[src/rtl/pud_pkg.sv]
// constants, register map and carrier types of the power-up defaults and recovery block
package pud_pkg;

    // clock and recovery times
    localparam int unsigned CLK_MHZ        = 25;
    localparam int unsigned T_REC_SHORT_US = 100;
    localparam int unsigned T_REC_MID_US   = 97000;
    localparam int unsigned T_REC_LONG_US  = 100000;
    localparam int unsigned REC_SHORT_CYC  = T_REC_SHORT_US * CLK_MHZ;
    localparam int unsigned REC_MID_CYC    = T_REC_MID_US * CLK_MHZ;
    localparam int unsigned REC_LONG_CYC   = T_REC_LONG_US * CLK_MHZ;
    localparam int          CNT_W          = 22;

    // register indices; byte address is four times the index
    localparam logic [7:0] IDX_SEC  = 8'h01;
    localparam logic [7:0] IDX_CLK  = 8'h04;
    localparam logic [7:0] IDX_CTRL = 8'h08;
    localparam logic [7:0] IDX_WDOG = 8'h09;
    localparam logic [7:0] IDX_ALM  = 8'h0A;
    localparam logic [7:0] IDX_HALT = 8'h0C;
    localparam logic [7:0] IDX_STAT = 8'h10;

    // field positions
    localparam int OSC_HALT_BIT = 7;
    localparam int REC_SEL_BIT  = 7;
    localparam int OUT_BIT      = 7;
    localparam int FT_BIT       = 6;
    localparam int AFE_BIT      = 7;
    localparam int SQUARE_WAVE_ENABLE_BIT     = 6;
    localparam int ABE_BIT      = 5;
    localparam int HT_BIT       = 6;
    localparam int WDS_BIT      = 7;
    localparam int WMUL_LSB     = 2;
    localparam int WRES_LSB     = 0;
    localparam int STAT_DES_BIT = 0;
    localparam int STAT_SUP_BIT = 1;

    // reset values, equal to first power-up defaults
    localparam logic [7:0] RST_SEC  = 8'h80;
    localparam logic [7:0] RST_CLK  = 8'h00;
    localparam logic [7:0] RST_CTRL = 8'h80;
    localparam logic [7:0] RST_WDOG = 8'h00;
    localparam logic [7:0] RST_ALM  = 8'h00;
    localparam logic [7:0] RST_HALT = 8'h40;

    // ahb transfer type
    localparam logic [1:0] HTRANS_NONSEQ = 2'h2;

    typedef struct packed {
        logic       valid;
        logic       write;
        logic [7:0] idx;
    } pud_ahb_req_s;

endpackage

[src/rtl/pud_sync.sv]
// two-flop synchroniser for one asynchronous level
`timescale 1ns/100ps
module pud_sync
    import pud_pkg::*;
(
    input  wire logic clk,
    input  wire logic rst_n,
    input  wire logic d,
    output logic      q
);
    logic meta_r;

    always_ff @(posedge clk or negedge rst_n)
    begin
        if (!rst_n)
        begin
            meta_r <= 1'b0;
            q      <= 1'b0;
        end
        else
        begin
            meta_r <= d;
            q      <= meta_r;
        end
    end
endmodule

[src/rtl/pud_rec_timer.sv]
// recovery deselect timer, length picked by select and stop bits at start
`timescale 1ns/100ps
module pud_rec_timer
    import pud_pkg::*;
#(
    parameter int unsigned MID_CYC  = REC_MID_CYC,
    parameter int unsigned LONG_CYC = REC_LONG_CYC
)
(
    input  wire logic clk,
    input  wire logic rst_n,
    input  wire logic start,
    input  wire logic sel,
    input  wire logic stop,
    output logic      busy
);
    logic [CNT_W-1:0] count_r;

    always_ff @(posedge clk or negedge rst_n)
    begin
        if (!rst_n)
            count_r <= '0;
        else if (start)
        begin
            if (sel)
                count_r <= CNT_W'(REC_SHORT_CYC);
            else if (stop)
                count_r <= CNT_W'(LONG_CYC);
            else
                count_r <= CNT_W'(MID_CYC);
        end
        else if (count_r != '0)
            count_r <= count_r - CNT_W'(1);
    end

    assign busy = (count_r != '0);
endmodule

[src/rtl/pud_top.sv]
// power-up default loading and recovery deselect block with ahb-lite register slave
// Operation
// - recovery select is bit 7 of clock register 04h, read and write.
// - after supply returns, deselect is extended by the selected recovery time.
// - select 0 stop 0 gives 96-98 ms, stop 1 40-200 ms, select 1 50-2000 us.
// - default recovery is the 40-200 ms range: select clear, stop set.
// - first power-up clears watchdog, frequency test, both alarm enables, square wave, select.
// - first power-up sets oscillator stop, output level and halt-update flag.
// - battery power-up keeps select, stop, level; sets halt flag; clears the rest.
// - watchdog defaults cover steer bit, multiplier field and resolution field.
// - other control bits are undefined after first power-up; left untouched.
// - output level is bit 7, frequency test bit 6 of control register 08h.
//
// Chosen here: register access over AHB-Lite and the register offsets.
`timescale 1ns/100ps
module pud_top
    import pud_pkg::*;
#(
    parameter int unsigned MID_CYC  = REC_MID_CYC,
    parameter int unsigned LONG_CYC = REC_LONG_CYC
)
(
    input  wire logic        hclk,
    input  wire logic        hresetn,
    input  wire logic        hsel,
    input  wire logic [31:0] haddr,
    input  wire logic [1:0]  htrans,
    input  wire logic        hwrite,
    input  wire logic [2:0]  hsize,
    input  wire logic [31:0] hwdata,
    input  wire logic        hready,
    output logic [31:0]      hrdata,
    output logic             hreadyout,
    output logic             hresp,
    input  wire logic        supply_ok_pin,
    input  wire logic        battery_kept_pin,
    output logic             deselect
);
    logic         sup_s;
    logic         batt_s;
    logic         sup_d_r;
    logic         pup;
    logic         first;
    logic         busy;
    logic         deselect_r;
    logic         sel_eff;
    logic         stop_eff;
    logic         wr_ok;
    logic         rd_pend_r;
    logic [31:0]  hrdata_r;
    logic         hreadyout_r;
    logic         hresp_r;
    logic [7:0]   sec_r;
    logic [7:0]   clk_r;
    logic [7:0]   ctrl_r;
    logic [7:0]   wdog_r;
    logic [7:0]   alm_r;
    logic [7:0]   halt_r;
    pud_ahb_req_s req_r;
    pud_ahb_req_s req_nxt;

    pud_sync u_sync_sup
    (
        .clk   (hclk),
        .rst_n (hresetn),
        .d     (supply_ok_pin),
        .q     (sup_s)
    );

    pud_sync u_sync_batt
    (
        .clk   (hclk),
        .rst_n (hresetn),
        .d     (battery_kept_pin),
        .q     (batt_s)
    );

    // power-up event: synchronised supply crossing back above threshold
    always_ff @(posedge hclk or negedge hresetn)
    begin
        if (!hresetn)
            sup_d_r <= 1'b0;
        else
            sup_d_r <= sup_s;
    end

    assign pup   = sup_s && !sup_d_r;
    assign first = !batt_s;

    // the timer sees the values the registers take on this same edge
    assign sel_eff  = first ? 1'b0 : clk_r[REC_SEL_BIT];
    assign stop_eff = first ? 1'b1 : sec_r[OSC_HALT_BIT];

    pud_rec_timer #(
        .MID_CYC  (MID_CYC),
        .LONG_CYC (LONG_CYC)
    ) u_timer
    (
        .clk   (hclk),
        .rst_n (hresetn),
        .start (pup),
        .sel   (sel_eff),
        .stop  (stop_eff),
        .busy  (busy)
    );

    // deselect covers supply loss, the event edge and the whole recovery time
    always_ff @(posedge hclk or negedge hresetn)
    begin
        if (!hresetn)
            deselect_r <= 1'b1;
        else
            deselect_r <= !sup_s || pup || busy;
    end

    // ahb address phase capture
    always_comb
    begin
        req_nxt       = '0;
        req_nxt.valid = hsel && hready && (htrans == HTRANS_NONSEQ || htrans[1]);
        req_nxt.write = hwrite;
        req_nxt.idx   = haddr[9:2];
    end

    always_ff @(posedge hclk or negedge hresetn)
    begin
        if (!hresetn)
            req_r <= '0;
        else if (hready)
            req_r <= req_nxt;
    end

    // a write landing during deselect is dropped without an error response
    assign wr_ok = req_r.valid && req_r.write && !deselect_r;

    // reads take one wait state so read-after-write returns the new value
    always_ff @(posedge hclk or negedge hresetn)
    begin
        if (!hresetn)
        begin
            rd_pend_r   <= 1'b0;
            hreadyout_r <= 1'b1;
        end
        else
        begin
            rd_pend_r   <= req_nxt.valid && !req_nxt.write;
            hreadyout_r <= !(req_nxt.valid && !req_nxt.write);
        end
    end

    always_ff @(posedge hclk or negedge hresetn)
    begin
        if (!hresetn)
            hresp_r <= 1'b0;
        else
            hresp_r <= 1'b0;
    end

    function automatic logic [31:0] rd_mux(input logic [7:0] idx);
        logic [7:0] v;
        v = 8'h00;
        case (idx)
            IDX_SEC:  v = sec_r;
            IDX_CLK:  v = clk_r;
            IDX_CTRL: v = ctrl_r;
            IDX_WDOG: v = wdog_r;
            IDX_ALM:  v = alm_r;
            IDX_HALT: v = halt_r;
            IDX_STAT:
            begin
                v[STAT_DES_BIT] = deselect_r;
                v[STAT_SUP_BIT] = sup_s;
            end
            default:  v = 8'h00;
        endcase
        return {24'h000000, v};
    endfunction

    always_ff @(posedge hclk or negedge hresetn)
    begin
        if (!hresetn)
            hrdata_r <= 32'h00000000;
        else if (rd_pend_r)
            hrdata_r <= rd_mux(req_r.idx);
    end

    // oscillator stop bit register
    always_ff @(posedge hclk or negedge hresetn)
    begin
        if (!hresetn)
            sec_r <= RST_SEC;
        else if (pup && first)
            sec_r[OSC_HALT_BIT] <= 1'b1;
        else if (wr_ok && req_r.idx == IDX_SEC)
            sec_r <= hwdata[7:0];
    end

    // clock register holding the recovery select bit
    always_ff @(posedge hclk or negedge hresetn)
    begin
        if (!hresetn)
            clk_r <= RST_CLK;
        else if (pup && first)
            clk_r[REC_SEL_BIT] <= 1'b0;
        else if (wr_ok && req_r.idx == IDX_CLK)
            clk_r <= hwdata[7:0];
    end

    // control register: output level and frequency test; low bits kept (undefined)
    always_ff @(posedge hclk or negedge hresetn)
    begin
        if (!hresetn)
            ctrl_r <= RST_CTRL;
        else if (pup)
        begin
            ctrl_r[FT_BIT] <= 1'b0;
            if (first)
                ctrl_r[OUT_BIT] <= 1'b1;
        end
        else if (wr_ok && req_r.idx == IDX_CTRL)
            ctrl_r <= hwdata[7:0];
    end

    // watchdog: steer, multiplier and resolution all cleared on any power-up
    always_ff @(posedge hclk or negedge hresetn)
    begin
        if (!hresetn)
            wdog_r <= RST_WDOG;
        else if (pup)
            wdog_r <= RST_WDOG;
        else if (wr_ok && req_r.idx == IDX_WDOG)
            wdog_r <= hwdata[7:0];
    end

    // alarm enables and square wave enable; other bits left as they were
    always_ff @(posedge hclk or negedge hresetn)
    begin
        if (!hresetn)
            alm_r <= RST_ALM;
        else if (pup)
        begin
            alm_r[AFE_BIT]  <= 1'b0;
            alm_r[ABE_BIT]  <= 1'b0;
            alm_r[SQUARE_WAVE_ENABLE_BIT] <= 1'b0;
        end
        else if (wr_ok && req_r.idx == IDX_ALM)
            alm_r <= hwdata[7:0];
    end

    // halt-update flag; the power-up set wins over a host clear
    always_ff @(posedge hclk or negedge hresetn)
    begin
        if (!hresetn)
            halt_r <= RST_HALT;
        else if (pup)
            halt_r[HT_BIT] <= 1'b1;
        else if (wr_ok && req_r.idx == IDX_HALT)
            halt_r <= hwdata[7:0];
    end

    assign hrdata    = hrdata_r;
    assign hreadyout = hreadyout_r;
    assign hresp     = hresp_r;
    assign deselect  = deselect_r;
endmodule

[config.mk]
export PLATFORM = sky130hd
export DESIGN_NAME = pud_top
export DESIGN_NICKNAME = d
export VERILOG_FILES = /design/src/rtl/pud_pkg.sv /design/src/rtl/pud_sync.sv /design/src/rtl/pud_rec_timer.sv /design/src/rtl/pud_top.sv
export SDC_FILE = /design/constraint.sdc
export NUM_CORES = 1
export LEC_CHECK = 0
export ABC_AREA = 0
export ABC_CLOCK_PERIOD_IN_PS = 2600
export BUFFER_PORTS_ARGS = -buffer_cell sky130_fd_sc_hd__clkbuf_2
export CAP_MARGIN = 10
export CORE_ASPECT_RATIO = 0.9
export CORE_MARGIN = 10
export CORE_UTILIZATION = 54
export CTS_CLUSTER_SIZE = 12
export DETAILED_ROUTE_END_ITERATION = 6
export PLACE_DENSITY = 0.84
export SLEW_MARGIN = 20
export SYNTH_ARGS = -nofsm -noshare
export SYNTH_HDL_FRONTEND = slang
export SYNTH_SLANG_ARGS = --single-unit
[constraint.sdc]
create_clock -name hclk -period 2.6 [get_ports hclk]
set_input_delay 0.26 -clock hclk [delete_from_list [all_inputs] [get_ports hclk]]
set_output_delay 0.26 -clock hclk [all_outputs]
set_load 0.02 [all_outputs]
==> results.sh <==
export IMPL_drv_cap=0
export IMPL_hold_path_startpoint="battery_kept_pin"
export IMPL_first_pass_iters=5
export IMPL_routed_via_density=5.66
export IMPL_wl_met3_um=771
export IMPL_powerDensity_nw_per_um2=612
export IMPL_hold_viol=0
export IMPL_drt_iter0_drc=310
export IMPL_synth_enable_flop_cells=0
export IMPL_htreeDepth=3
export IMPL_max_freq_ghz=0.451
export IMPL_insertion_delay_ns=0.36
export IMPL_avgSynthCellArea_um2=11.0
export IMPL_status="completed"
export IMPL_setup_tns_ns=0
export IMPL_routabilityCongestion=0.866
export IMPL_num_rows=32
export IMPL_relSlewSlack_pct=45.7
export IMPL_maxSlewViolCount=0
export IMPL_layout_drive_gt1_share_pct=26.8
export IMPL_critPathArrivalTime_ns=2.47
export IMPL_grt_pass1_wl_mm=16.8
export IMPL_yosysTopAreaCellShare_pct=47.4
export IMPL_endpoint_kind="flip-flop"
export IMPL_synth_cell_types=60
export IMPL_power_frac_clock_pct=29.3
export IMPL_wl_met2_mm=4.96
export IMPL_grt_pass1_vias=3379
export IMPL_n_antenna_cell=0
export IMPL_initial_core_util_pct=55.8
export IMPL_antenna_found_initial=0
export IMPL_final_nets=557
export IMPL_rsz0062_at_grt="no"
export IMPL_p_leak_nw=2.35
export IMPL_regMostFlops="u_timer.count_r"
export IMPL_portBuffers=33
export IMPL_vias=3417
export IMPL_cp_start_kind="flip-flop"
export IMPL_r2r_start="req_r[4]"
export IMPL_async_flop_share_pct=100
export IMPL_p_switching_mw=1.03
export IMPL_syn_area_um2=4800
export IMPL_grt_overflow_total=0
export IMPL_io_pins=111
export IMPL_r2r_setup_slack_ns=0.38
export IMPL_reg2reg_to="alm_r[3]"
export IMPL_dieArea_um2=13100
export IMPL_die_w_um=119
export IMPL_synthCells=438
export IMPL_core_um2=8610
export IMPL_ys_seq_area_share_pct=50.2
export IMPL_drc=0
export IMPL_setup_viol=0
export IMPL_min_path_type="primary input to flip-flop"
export IMPL_drtAntennaViolNets=0
export IMPL_die_height_um=109
export IMPL_wl_met1_mm=4.49
export IMPL_hpwl_mm=7.52
export IMPL_synthFlopType="dfrtp_1"
export IMPL_cp_max_fo=8
export IMPL_fillers=685
export IMPL_synth_area_leaders="dfrtp_1, mux2_2, mux2i_1"
export IMPL_clkSlewWorstSetupHoldPaths_ns=0.11
export IMPL_synth_warnings=0
export IMPL_worst_pin_slew_ns=0.809
export IMPL_r2r_cells=5
export IMPL_reg_largest_list="u_timer.count_r (22), req_r (10)"
export IMPL_track_usage_pct=15.7
export IMPL_ir_drop_mv=0.297
export IMPL_yosys_area_top_type="dfrtp_1"
export IMPL_cts_buffers=9
export IMPL_hold_depth=1
export IMPL_swShare_pct=31.8
export IMPL_area_delta_synth_final_pct=10.0
export IMPL_cts_tree="yes"
export IMPL_path_class="flip-flop to flip-flop"
export IMPL_p_seq_share_pct=53.8
export IMPL_fin_crit_sh_pct=85.3
export IMPL_synthTopCellsByCount="dfrtp_1, nor2_1, mux2_2"
export IMPL_wire_per_inst_um=17.2
export IMPL_cts_setup_buffers=0
export IMPL_fin_crit_ns=2.22
export IMPL_holdPathEnd="u_sync_batt.meta_r"
export IMPL_total_power_mw=3.23
export IMPL_grt_max_degree=53
export IMPL_clock_root_buffer="clkbuf_8"
export IMPL_combPwrFrac_pct=16.9
export IMPL_intPower_mw=2.21
export IMPL_largest_reg_flops=22
export IMPL_cts_sinks=96
export IMPL_wl_mm=10.4
export IMPL_cts_buffer_depth=2
export IMPL_synth_seq_cells=96
export IMPL_top_layer="met4"
export IMPL_fin_skew_ns=0.0158
export IMPL_crit_required_ns=2.85
export IMPL_synth_most_common_cell="dfrtp_1"
==> per-stage QoR <==
stage	instances	hold WS [ns]	utilization, %	setup WS [ns]	cell area, um^2
after floorplan	462	-0.0356	-	0.585	4890
after global placement	586	0.331	58.8	0.439	5060
after detailed placement	586	0.331	58.8	0.415	5060
after CTS	603	0.00106	61.2	0.391	5270
after global routing	604	0.00359	61.3	0.280	5280
final	604	0.0168	61.3	0.382	5280
==> area by class of cell <==
cell class                      count  area (um^2)  area share, %
Sequential cell                    96         2410           45.6
Clock inverter                      7         72.6           1.37
Clock buffer                        9          124           2.35
Multi-Input combinational cell    315         2190           41.5
Inverter                           10         37.5          0.711
Tap cell                          119          149           2.82
Timing Repair Buffer               48          298           5.64
==> layout by cell type, fill, tap and decap left out, types with 6 or more instances in the layout <==
cell	netlist	layout
dfrtp_1	91	91
nor2_1	46	46
mux2_2	40	40
clkbuf_2	1	32
nand2_1	25	25
a21oi_1	25	25
conb_1	1	25
mux2i_1	21	21
buf_4	25	13
nand3_1	12	12
nor3_1	11	11
o21ai_0	11	11
inv_1	10	10
a211oi_1	9	9
clkbuf_8	0	9
xor2_1	7	7
a22oi_1	7	7
xnor2_1	6	6
mux2_1	6	6
==> worst max-delay path by stage <==
stage	slack, ns	depth (start not counted)	endpoint	from
finish	0.38	5	alm_r[3]	req_r[4]
global route	0.28	5	alm_r[0]	req_r[4]
CTS	0.39	5	alm_r[3]	req_r[4]
detailed placement	0.41	5	alm_r[3]	req_r[4]
global placement	0.44	5	alm_r[2]	req_r[4]
floorplan	0.59	6	halt_r[0]	req_r[4]
==> what timing repair did <==
item                                   in CTS  in global routing
endpoints found under the hold margin      49                  1
hold buffers                                1                  1
gates resized for setup                     0                  0
==> cells by family after synthesis <==
logic type / share of synthesized area [%]
mux: 15.2
buf+inv: 6.10
flops: 50.2
simple gates: 16.9
xor+xnor: 2.37
fa+ha+maj: 0.261
compound gates: 8.97
other cells: 0.0781
==> power by group through the flow <==
stage	sequential [mW]	combinational, mW	clock (mW)
global placement	1.76	0.522	0
finish	1.74	0.547	0.947
detailed placement	1.76	0.538	0
floorplan	1.75	0.387	0
global route	1.75	0.599	1.03
CTS	1.74	0.545	0.969
==> layer usage <==
metal	vias to the layer above	GRT usage, %
li1	1590	-
met1	1697	20.0
met2	119	25.6
met3	11	3.54
met4	0	6.37
met5	-	0
==> worst max-delay path: stages, from the launching register on <==
cell     delay [ns]
dfrtp_1        0.46
or4_1          0.58
buf_4          0.21
nor4b_4        0.26
nand3_2        0.22
mux2_1         0.38
Power figures use the tool's default switching activity.
